## config.mk

```make
export PLATFORM = sky130hd
export DESIGN_NAME = mqf_front_end
export DESIGN_NICKNAME = d
export VERILOG_FILES = /design/src/core/mqf_front_end.v /design/src/core/mqf_event_mem.v
export VERILOG_INCLUDE_DIRS = /design/src /design/src/core
export SDC_FILE = /design/constraint.sdc
export NUM_CORES = 2
export LEC_CHECK = 0
export ABC_AREA = 1
export BUFFER_PORTS_ARGS = -buffer_cell sky130_fd_sc_hd__buf_2
export CAP_MARGIN = 5
export CORE_ASPECT_RATIO = 1.5
export CORE_MARGIN = 1.5
export CORE_UTILIZATION = 35
export DETAILED_ROUTE_END_ITERATION = 6
export MAX_ROUTING_LAYER = met4
export PLACE_DENSITY = 0.56
export SLEW_MARGIN = 20
export SYNTH_ARGS = -nofsm -noshare
export SYNTH_HDL_FRONTEND = slang
export SYNTH_SLANG_ARGS = --single-unit
```

## constraint.sdc

```tcl
create_clock -name clk -period 8.5 [get_ports clk]
set_input_delay 0.85 -clock clk [delete_from_list [all_inputs] [get_ports clk]]
set_output_delay 0.85 -clock clk [all_outputs]
set_load 0.02 [all_outputs]
```

## src/core/mqf_map.vh

```
// register window addresses, function codes, field values and timing of the query front end
`ifndef MQF_MAP_VH
`define MQF_MAP_VH

// register windows (protocol addresses carried in the request pdu)
`define MQF_GEAR_RESULT_ADDR   16'h7d01
`define MQF_RELAY_STATE_ADDR   16'h80e9
`define MQF_EVENT_LOG_ADDR     16'h84d2
`define MQF_GEAR_REQUEST_ADDR  16'ha411

// register counts and byte counts per window
`define MQF_GEAR_RESULT_QTY    16'h0004
`define MQF_GEAR_REQUEST_QTY   16'h0002
`define MQF_GEAR_REQ_BYTES     8'h04
`define MQF_RELAY_QTY          16'h0004
`define MQF_EVENT_QTY          16'h0002
`define MQF_BC_EIGHT           8'h08
`define MQF_BC_FOUR            8'h04

// function codes, exception flag and exception codes
`define MQF_FN_READ_HOLD       8'h03
`define MQF_FN_RW_MULTI        8'h17
`define MQF_FN_ERR_FLAG        8'h80
`define MQF_EXC_BAD_FUNC       8'h01
`define MQF_EXC_BAD_DATA       8'h03

// frame geometry in bytes (mbap header is 7, length counts from unit id)
`define MQF_MBAP_FIXED         5'd6
`define MQF_FN3_FRAME_LEN      5'd12
`define MQF_FN17_FRAME_LEN     5'd21
`define MQF_RX_MAX             5'd21
`define MQF_LEN_GEAR           8'h0b
`define MQF_LEN_RELAY          8'h0b
`define MQF_LEN_EVENT          8'h07
`define MQF_LEN_ERROR          8'h03

// event log geometry: 128 records of two registers
`define MQF_EVENT_DEPTH_LOG2   7
`define MQF_EVENT_LAST_OFS     16'h00fe

// clock rate and led flash half period
`define MQF_CLK_KHZ            40000
`define MQF_LED_HALF_MS        250

`endif

```

## src/core/mqf_front_end.v

```verilog
// modbus tcp query front end: gear query, relay status, event log, exceptions, upgrade leds
`timescale 1ns/1ps
`default_nettype none
`include "mqf_map.vh"

module mqf_front_end #(
	parameter LED_HALF_CYC = `MQF_LED_HALF_MS * `MQF_CLK_KHZ,
	parameter EV_AW        = `MQF_EVENT_DEPTH_LOG2
) (
	input  wire        clk,
	input  wire        nrst,
	input  wire        ce,
	input  wire [7:0]  rx_data,
	input  wire        rx_valid,
	input  wire        rx_last,
	output reg         rx_ready_r,
	output reg  [7:0]  tx_data_r,
	output reg         tx_valid_r,
	output reg         tx_last_r,
	input  wire        tx_ready,
	output reg         gear_req_valid_r,
	output reg  [31:0] gear_req_data_r,
	input  wire        gear_res_valid,
	input  wire [63:0] gear_res_data,
	input  wire [3:0]  relay_closed,
	input  wire        evt_valid,
	input  wire [5:0]  evt_dev_addr,
	input  wire [7:0]  evt_inst,
	input  wire [7:0]  evt_type,
	input  wire [7:0]  evt_info,
	input  wire        set_button,
	input  wire        usb_upg_start,
	input  wire        usb_upg_done,
	output reg         led_bus_a_r,
	output reg         led_bus_b_r,
	output reg         sys_restart_r
);
	localparam ST_IDLE   = 3'd0;
	localparam ST_DECODE = 3'd1;
	localparam ST_GEAR   = 3'd2;
	localparam ST_MEMRD  = 3'd3;
	localparam ST_MEMLD  = 3'd4;
	localparam ST_SEND   = 3'd5;
	reg [2:0]       state_r;
	reg [7:0]       rxb [0:20];
	reg [4:0]       rx_cnt_r;
	reg             rx_ovf_r;
	reg [15:0]      tid_r;
	reg [15:0]      pid_r;
	reg [7:0]       unit_r;
	reg [7:0]       fn_r;
	reg [7:0]       len_r;
	reg [7:0]       b8_r;
	reg [63:0]      payload_r;
	reg [4:0]       tx_idx_r;
	reg [EV_AW-1:0] rd_idx_r;
	reg [EV_AW-1:0] wr_ptr_r;
	wire [31:0]     ev_rdata;
	// pins from outside the clock domain: two flops before use; the event write pointer rides along
	reg [3:0]  relay_s1_r, relay_s2_r;
	reg        btn_s1_r, btn_s2_r;
	always @(posedge clk or negedge nrst) begin
		if (!nrst) begin
			relay_s1_r <= 4'h0;
			relay_s2_r <= 4'h0;
			btn_s1_r   <= 1'b0;
			btn_s2_r   <= 1'b0;
			wr_ptr_r   <= {EV_AW{1'b0}};
		end else if (ce) begin
			relay_s1_r <= relay_closed;
			relay_s2_r <= relay_s1_r;
			btn_s1_r   <= set_button;
			btn_s2_r   <= btn_s1_r;
			// event log: pointer wraps from record 127 back to record 0
			if (evt_valid)
				wr_ptr_r <= wr_ptr_r + 1'b1;
		end
	end
	mqf_event_mem #(.AW(EV_AW), .DW(32)) mqf_event_mem_i (
		.clk     (clk),
		.ce      (ce),
		.we      (evt_valid),
		.waddr   (wr_ptr_r),
		.wdata   ({2'b00, evt_dev_addr, evt_inst, evt_type, evt_info}),
		.raddr   (rd_idx_r),
		.rdata_r (ev_rdata)
	);
	// request field views over the receive buffer
	wire [7:0]  rq_fn    = rxb[7];
	wire [15:0] rq_len   = {rxb[4], rxb[5]};
	wire [15:0] rq_addr  = {rxb[8], rxb[9]};
	wire [15:0] rq_qty   = {rxb[10], rxb[11]};
	wire [15:0] rq_waddr = {rxb[12], rxb[13]};
	wire [15:0] rq_wqty  = {rxb[14], rxb[15]};
	wire [15:0] ev_ofs   = rq_addr - `MQF_EVENT_LOG_ADDR;
	wire        len_ok   = !rx_ovf_r && (rq_len == {11'h000, rx_cnt_r - `MQF_MBAP_FIXED});
	wire        is_relay = (rx_cnt_r == `MQF_FN3_FRAME_LEN) && (rq_addr == `MQF_RELAY_STATE_ADDR)
	                       && (rq_qty == `MQF_RELAY_QTY);
	wire        is_event = (rx_cnt_r == `MQF_FN3_FRAME_LEN) && (rq_addr >= `MQF_EVENT_LOG_ADDR)
	                       && (ev_ofs <= `MQF_EVENT_LAST_OFS) && !ev_ofs[0] && (rq_qty == `MQF_EVENT_QTY);
	wire        is_gear  = (rx_cnt_r == `MQF_FN17_FRAME_LEN) && (rq_addr == `MQF_GEAR_RESULT_ADDR)
	                       && (rq_qty == `MQF_GEAR_RESULT_QTY) && (rq_waddr == `MQF_GEAR_REQUEST_ADDR)
	                       && (rq_wqty == `MQF_GEAR_REQUEST_QTY) && (rxb[16] == `MQF_GEAR_REQ_BYTES);
	// relay i takes the high byte of its register, relay one leads
	wire [63:0] relay_pay = {7'h00, relay_s2_r[0], 8'h00, 7'h00, relay_s2_r[1], 8'h00,
	                         7'h00, relay_s2_r[2], 8'h00, 7'h00, relay_s2_r[3], 8'h00};
	// outgoing byte: mbap echo, function, count or exception code, then payload
	wire [4:0]  tot_len = len_r[4:0] + `MQF_MBAP_FIXED;
	wire [4:0]  pay_k   = tx_idx_r - 5'd9;
	wire [63:0] pay_sh  = payload_r << {pay_k[2:0], 3'b000};
	reg  [7:0]  tx_byte;
	always @* begin
		case (tx_idx_r)
			5'd0: tx_byte = tid_r[15:8];
			5'd1: tx_byte = tid_r[7:0];
			5'd2: tx_byte = pid_r[15:8];
			5'd3: tx_byte = pid_r[7:0];
			5'd4: tx_byte = 8'h00;
			5'd5: tx_byte = len_r;
			5'd6: tx_byte = unit_r;
			5'd7: tx_byte = fn_r;
			5'd8: tx_byte = b8_r;
			default: tx_byte = pay_sh[63:56];
		endcase
	end
	// request collection, decode, answer sequencing
	integer i;
	always @(posedge clk or negedge nrst) begin
		if (!nrst) begin
			state_r          <= ST_IDLE;
			rx_cnt_r         <= 5'd0;
			rx_ovf_r         <= 1'b0;
			rx_ready_r       <= 1'b0;
			tid_r            <= 16'h0000;
			pid_r            <= 16'h0000;
			unit_r           <= 8'h00;
			fn_r             <= 8'h00;
			len_r            <= 8'h00;
			b8_r             <= 8'h00;
			payload_r        <= 64'h0;
			tx_idx_r         <= 5'd0;
			rd_idx_r         <= {EV_AW{1'b0}};
			tx_data_r        <= 8'h00;
			tx_valid_r       <= 1'b0;
			tx_last_r        <= 1'b0;
			gear_req_valid_r <= 1'b0;
			gear_req_data_r  <= 32'h0;
			for (i = 0; i < 21; i = i + 1)
				rxb[i] <= 8'h00;
		end else if (ce) begin
			gear_req_valid_r <= 1'b0;
			case (state_r)
				ST_IDLE: begin
					rx_ready_r <= 1'b1;
					if (rx_valid && rx_ready_r) begin
						// bytes past the longest legal frame only mark the frame bad
						if (rx_cnt_r < `MQF_RX_MAX) begin
							rxb[rx_cnt_r] <= rx_data;
							rx_cnt_r      <= rx_cnt_r + 5'd1;
						end else begin
							rx_ovf_r <= 1'b1;
						end
						if (rx_last) begin
							rx_ready_r <= 1'b0;
							state_r    <= ST_DECODE;
						end
					end
				end
				ST_DECODE: begin
					tid_r    <= {rxb[0], rxb[1]};
					pid_r    <= {rxb[2], rxb[3]};
					unit_r   <= rxb[6];
					tx_idx_r <= 5'd0;
					rx_cnt_r <= 5'd0;
					rx_ovf_r <= 1'b0;
					state_r  <= ST_SEND;
					// too short to carry a function code: dropped without reply
					if (rx_cnt_r < 5'd8 && !rx_ovf_r) begin
						state_r <= ST_IDLE;
					end else if (rq_fn != `MQF_FN_READ_HOLD && rq_fn != `MQF_FN_RW_MULTI) begin
						fn_r  <= rq_fn | `MQF_FN_ERR_FLAG;
						b8_r  <= `MQF_EXC_BAD_FUNC;
						len_r <= `MQF_LEN_ERROR;
					end else if (!len_ok || !(is_gear || is_relay || is_event)
					             || (rq_fn == `MQF_FN_RW_MULTI) != is_gear) begin
						fn_r  <= rq_fn | `MQF_FN_ERR_FLAG;
						b8_r  <= `MQF_EXC_BAD_DATA;
						len_r <= `MQF_LEN_ERROR;
					end else if (is_gear) begin
						fn_r             <= `MQF_FN_RW_MULTI;
						b8_r             <= `MQF_BC_EIGHT;
						len_r            <= `MQF_LEN_GEAR;
						gear_req_data_r  <= {rxb[17], rxb[18], rxb[19], rxb[20]};
						gear_req_valid_r <= 1'b1;
						state_r          <= ST_GEAR;
					end else if (is_relay) begin
						fn_r      <= `MQF_FN_READ_HOLD;
						b8_r      <= `MQF_BC_EIGHT;
						len_r     <= `MQF_LEN_RELAY;
						payload_r <= relay_pay;
					end else begin
						fn_r     <= `MQF_FN_READ_HOLD;
						b8_r     <= `MQF_BC_FOUR;
						len_r    <= `MQF_LEN_EVENT;
						rd_idx_r <= ev_ofs[EV_AW:1];
						state_r  <= ST_MEMRD;
					end
				end
				ST_GEAR: begin
					// wait for the gear side to hand back the four result registers
					if (gear_res_valid) begin
						payload_r <= gear_res_data;
						state_r   <= ST_SEND;
					end
				end
				ST_MEMRD: state_r <= ST_MEMLD; // ram read data appear one edge later
				ST_MEMLD: begin
					payload_r <= {ev_rdata, 32'h0};
					state_r   <= ST_SEND;
				end
				ST_SEND: begin
					if (!tx_valid_r || tx_ready) begin
						if (tx_idx_r < tot_len) begin
							tx_data_r  <= tx_byte;
							tx_valid_r <= 1'b1;
							tx_last_r  <= (tx_idx_r == tot_len - 5'd1);
							tx_idx_r   <= tx_idx_r + 5'd1;
						end else begin
							tx_valid_r <= 1'b0;
							tx_last_r  <= 1'b0;
							state_r    <= ST_IDLE;
						end
					end
				end
				default: state_r <= ST_IDLE;
			endcase
		end
	end
	// upgrade mode: button caught once synchronised; only usb events drive it, never a modbus function
	reg [1:0]  cap_cnt_r;
	reg        upg_mode_r;
	reg [23:0] led_cnt_r;
	reg        led_ph_r;
	always @(posedge clk or negedge nrst) begin
		if (!nrst) begin
			cap_cnt_r     <= 2'd0;
			upg_mode_r    <= 1'b0;
			led_cnt_r     <= 24'h0;
			led_ph_r      <= 1'b0;
			led_bus_a_r   <= 1'b0;
			led_bus_b_r   <= 1'b0;
			sys_restart_r <= 1'b0;
		end else if (ce) begin
			sys_restart_r <= 1'b0;
			if (cap_cnt_r != 2'd3) begin
				cap_cnt_r <= cap_cnt_r + 2'd1;
				if (cap_cnt_r == 2'd2)
					upg_mode_r <= btn_s2_r;
			end
			if (upg_mode_r && usb_upg_done) begin
				upg_mode_r    <= 1'b0;
				sys_restart_r <= 1'b1;
			end else if (upg_mode_r && usb_upg_start) begin
				led_cnt_r <= 24'h0;
				led_ph_r  <= 1'b0;
			end else if (upg_mode_r) begin
				if (led_cnt_r == LED_HALF_CYC[23:0] - 24'h1) begin
					led_cnt_r <= 24'h0;
					led_ph_r  <= ~led_ph_r;
				end else begin
					led_cnt_r <= led_cnt_r + 24'h1;
				end
			end
			// leds alternate only in upgrade mode; a start shows the restarted phase at once, not a cycle late
			led_bus_a_r <= upg_mode_r && !usb_upg_done && !usb_upg_start && led_ph_r;
			led_bus_b_r <= upg_mode_r && !usb_upg_done && (usb_upg_start || !led_ph_r);
		end
	end

endmodule // mqf_front_end

`default_nettype wire

```

## src/core/mqf_event_mem.v

```verilog
// event record memory: one write port, registered read port
`timescale 1ns/1ps
`default_nettype none

module mqf_event_mem #(
	parameter AW = 7,
	parameter DW = 32
) (
	input  wire          clk,
	input  wire          ce,
	input  wire          we,
	input  wire [AW-1:0] waddr,
	input  wire [DW-1:0] wdata,
	input  wire [AW-1:0] raddr,
	output reg  [DW-1:0] rdata_r
);

	reg [DW-1:0] mem [0:(1<<AW)-1];

	// no reset on the array; a record read before it was written shows whatever the ram holds
	always @(posedge clk) begin
		if (ce) begin
			if (we)
				mem[waddr] <= wdata;
			rdata_r <= mem[raddr];
		end
	end

endmodule // mqf_event_mem

`default_nettype wire

```

==> results_tabular.tex <==
\begin{tabular}{lr}
\hline
Metric & Value \\
\hline
\multicolumn{2}{l}{\textbf{Status}} \\
\quad Outcome & finished clean \\
\multicolumn{2}{l}{\textbf{Pwr}} \\
\quad Fraction of power consumed by sequential logic & between 50\% and 60\% \\
\quad Sw frac & around a quarter \\
\quad Combinational share of power & $\sim$6.1\% \\
\quad Switching power summed over all nets & approximately 10 mW \\
\quad Power Internal & 33.79 mW \\
\quad Peak supply drop & $\sim$0.00024 V \\
\quad Reported leakage power & 65.03 nW \\
\quad Ratio of total power to cell area & approximately 230 nW/µm² \\
\quad Share of power burned in the clock network & 40.0\% \\
\multicolumn{2}{l}{\textbf{Worst hold path}} \\
\quad Critical hold path startpoint & relay\_closed[1] \\
\quad Worst Hold Depth & 3 \\
\quad Worst Hold Path EP & relay\_s1\_r[1] \\
\quad Min-delay worst type & input port to register \\
\multicolumn{2}{l}{\textbf{Setup path}} \\
\quad Number of cells traversed by the worst register-to-register path & 11 \\
\quad Startpoint Class & register \\
\quad Arrival time of data at the critical path endpoint & 6.09 ns \\
\quad Reg-to-reg endpoint & mqf\_event\_mem\_i.rdata\_r[25] \\
\quad Reg2reg start & rd\_idx\_r[0] \\
\quad Max FO, Critical Path & between 90 and 100 \\
\quad Kind of capture point of the worst setup path & register \\
\quad Reg-to-reg slack, setup & 3.21 ns \\
\quad Required time worst endpoint & slightly above 9 ns \\
\quad Classification of the worst setup path & register to register \\
\multicolumn{2}{l}{\textbf{Clocking}} \\
\quad CTS tree & built \\
\quad H-tree depth reported by CTS & 5 \\
\quad Clock Root Buffer & clkbuf\_16 \\
\quad Insertion delay to the later sink of the worst-skew pair & between 0.9 and 1 ns \\
\quad Number of sinks driven by the clock tree & about 4300 \\
\quad Buffers inserted during post-CTS setup optimization & 0 \\
\quad Clock transition time at the flip-flop clock pins of the worst setup and hold paths & 0.07 ns \\
\quad Total clock buffers created by CTS & around 400 \\
\quad CTS max path bufs & 4 \\
\multicolumn{2}{l}{\textbf{Placement}} \\
\quad Placed wire-length estimate & 309800 µm \\
\quad Routability Congestion & 0.8826 \\
\quad Number of input and output port buffers inserted & about 160 \\
\quad Placed Cells & roughly 20000 \\
\multicolumn{2}{l}{\textbf{Detailed routing}} \\
\quad Residual DRC & 0 \\
\quad DR WL/cell & 26.85 µm \\
\quad Count of TritonRoute iterations in the first routing pass & 6 \\
\quad Iteration-0 DRC Markers & between 10000 and 15000 \\
\quad Total number of vias & approximately 110k \\
\quad Remaining number of nets flagged by the antenna check after routing & 0 \\
\quad Per-cell via count in the routed design & 5.502 \\
\quad DRT Wirelength & about 550000 µm \\
\multicolumn{2}{l}{\textbf{Floorplan}} \\
\quad Die boundary width & approximately 570 µm \\
\quad Initial Util & a little over a third \\
\quad Floorplan die area & roughly 490000 µm² \\
\quad Area of the placeable core & just under 500000 µm² \\
\quad Count of standard-cell rows & 313 \\
\quad DIE HEIGHT & between 800 and 900 µm \\
\quad Boundary Pins & between 150 and 200 \\
\multicolumn{2}{l}{\textbf{Final layout}} \\
\quad Area overhead of the layout relative to synthesis & 12.69\% \\
\quad Final layout net count & about 14000 \\
\quad Share of layout cells above drive strength 1 & 9.002\% \\
\quad Highest-count cells in the layout ignoring fill and taps & edfxtp\_1 (3870), nor2\_1 (2205), o21ai\_0 (2167) \\
\quad Most common cell after layout, fill and taps aside & edfxtp\_1 \\
\quad Non-filler cells, final & a little over 20000 \\
\multicolumn{2}{l}{\textbf{STA}} \\
\quad Time the worst path needs with I/O delays and setup & $\sim$5.3 ns \\
\quad Slew headroom & 18.77\% \\
\quad Final worst path period share & 62.26\% \\
\quad Number of endpoints failing setup at the final stage & 0 \\
\quad Peak Freq & roughly 190 MHz \\
\quad Tightest Pin Transition & approximately 1.2 ns \\
\quad Setup repair after global routing missed its margin & no \\
\quad Fin Clk Skew & around 0.078 ns \\
\quad Final hold violation count & 0 \\
\quad Final max-slew violation count & 0 \\
\quad Final TNS setup & 0 ns \\
\multicolumn{2}{l}{\textbf{Synthesis}} \\
\quad Mean cell area of the mapped netlist & between 10 and 15 µm² \\
\quad Count of flip-flops with a built-in enable after synthesis & roughly 3900 \\
\quad Cell count after synthesis & approximately 14000 \\
\quad Number of warnings reported in the yosys synthesis log & 0 \\
\quad Register bit count reported by yosys & $\sim$4300 \\
\quad Synth async-reset ratio & 9.304\% \\
\quad Post-Syn Area & about 170000 µm² \\
\quad Yosys cell types & 60 \\
\quad Total nets after synthesis & between 10000 and 15000 \\
\quad Sequential-to-total area share from yosys stat & $\sim$74\% \\
\quad Dominant synthesized flop cell & edfxtp\_1 \\
\multicolumn{2}{l}{\textbf{Global routing}} \\
\quad Maximum number of pins on one net before global-route repair & roughly 160 \\
\quad Number of global-route vias before repair & roughly 110k \\
\quad Total gr overflow & 0 \\
\quad Global-route wire length before repair & slightly below 800000 µm \\
\quad Initial antenna violation count & 22 \\
\quad Overall track demand over capacity in global routing & $\sim$23\% \\
\multicolumn{2}{l}{\textbf{Flow run}} \\
\quad Count of max-cap constraint violations & 0 \\
\hline
\end{tabular}
[critical path: stages, from the launching register on]
cell and delay (ns):
dfrtp_4 0.74, inv_8 0.57, buf_4 0.46, buf_4 0.62, o21ai_0 0.16, o22ai_1 0.39, nand2_1 0.11, nand3_1 0.09
nand3_1 0.22, a21oi_1 1.02, nor3_1 0.36, nor2_1 0.18
[power by group through the flow]
stage          clock (mW)  combinational, mW  sequential [mW]
5_1_grt              18.6               2.96             23.8
3_5_place_dp            0               2.69             24.2
4_1_cts              17.9               2.70             23.7
6_report             17.6               2.70             23.7
2_1_floorplan           0               1.55             24.1
3_3_place_gp            0               2.67             24.2
[final cells by class]
cell class | instances | area (µm²)
Clock buffer | 497 | 10560
Sequential cell | 4267 | 126200
Timing Repair Buffer | 476 | 3800
Multi-Input combinational cell | 8482 | 40690
Inverter | 228 | 890.9
Clock inverter | 224 | 1952
Fill cell | 45660 | 292600
Tap cell | 6457 | 8079
Antenna cell | 30 | 75.07
[timing repair]
item	CTS	global route
hold endpoints to repair	108	0
hold buffers	1	0
resized for setup	0	0
[cell families after synthesis]
group	synth area share [%]
multiplexers	0.006602
AND/OR/NAND/NOR	12.16
flip-flops	73.96
AO/OA/AOI/OAI	10.81
buffers and inverters	2.785
adder cells (fa/ha/maj)	0.1687
XOR/XNOR	0.1130
[worst max-delay path by stage]
stage | cells past startpoint | from | endpoint
2_1_floorplan | 5 | ce | mqf_event_mem_i.mem[82][0]
3_3_place_gp | 11 | rd_idx_r[0] | mqf_event_mem_i.rdata_r[29]
3_5_place_dp | 11 | rd_idx_r[0] | mqf_event_mem_i.rdata_r[25]
4_1_cts | 11 | rd_idx_r[0] | mqf_event_mem_i.rdata_r[25]
5_1_grt | 11 | rd_idx_r[0] | mqf_event_mem_i.rdata_r[26]
6_report | 11 | rd_idx_r[0] | mqf_event_mem_i.rdata_r[25]
[routing by layer]
| metal | up-vias | part of all wire (%) | GRT usage (%) | routed length (µm) |
|---|---|---|---|---|
| met5 | - | 0 | - | 0 |
| met4 | 0 | 7.6 | 14.72 | 42070 |
| met3 | 1036 | 6.1 | 2.553 | 34070 |
| met2 | 4362 | 49 | 37.84 | 273700 |
| met1 | 57810 | 37 | 25.60 | 204900 |
| li1 | 50470 | - | - | - |
[sequential cells by signal, summed over array words and instances (netlist names), 8 cells and up]
name / cells
mqf_event_mem_i.mem: 3840
rxb: 80
payload_r: 64
gear_req_data_r: 32
mqf_event_mem_i.rdata_r: 30
led_cnt_r: 24
pid_r: 16
rq_addr: 16
rq_len: 16
rq_qty: 16
rq_waddr: 16
rq_wqty: 16
tid_r: 16
rq_fn: 8
tx_data_r: 8
unit_r: 8
[stage by stage]
stage	util (%)	total power [mW]	hold slack (ns)	worst slack (ns)	cell area (µm²)
6_report	39.64	44.07	0.08643	3.208	192200
5_1_grt	39.64	45.32	0.06814	3.208	192200
4_1_cts	39.63	44.30	0.02351	3.369	192100
3_5_place_dp	37.05	26.87	0.4538	3.397	179600
3_3_place_gp	37.04	26.84	0.4485	3.179	179600
2_1_floorplan	-	25.66	0.4366	4.352	170600
[Yosys cell counts (5+ instances only)]
cell | n | area (µm²)
buf_1 | 72 | 270.3
buf_2 | 69 | 345.3
nand4_1 | 26 | 162.7
buf_12 | 7 | 140.1
nor2_1 | 2329 | 8742
xor2_1 | 17 | 148.9
o22ai_1 | 966 | 6043
nand2_1 | 1705 | 6400
xnor2_1 | 5 | 43.79
inv_1 | 214 | 803.3
nand3_1 | 820 | 4104
inv_2 | 7 | 26.28
o21ai_0 | 2167 | 10850
buf_4 | 11 | 82.58
o21ai_1 | 6 | 30.03
a32o_1 | 29 | 290.3
ha_1 | 23 | 287.8
nand3_2 | 59 | 590.6
a211oi_1 | 5 | 37.54
nor4_1 | 5 | 31.28
nor3_1 | 90 | 450.4
dfrtp_1 | 397 | 9935
a21oi_1 | 146 | 730.7
edfxtp_1 | 3870 | 116200
o32ai_1 | 18 | 157.7
buf_6 | 5 | 56.30
clkbuf_1 | 799 | 2999
clkinv_1 | 7 | 26.28
a221oi_1 | 6 | 52.55
nor2_2 | 7 | 43.79
No activity file was read; power rests on OpenSTA's default activity.
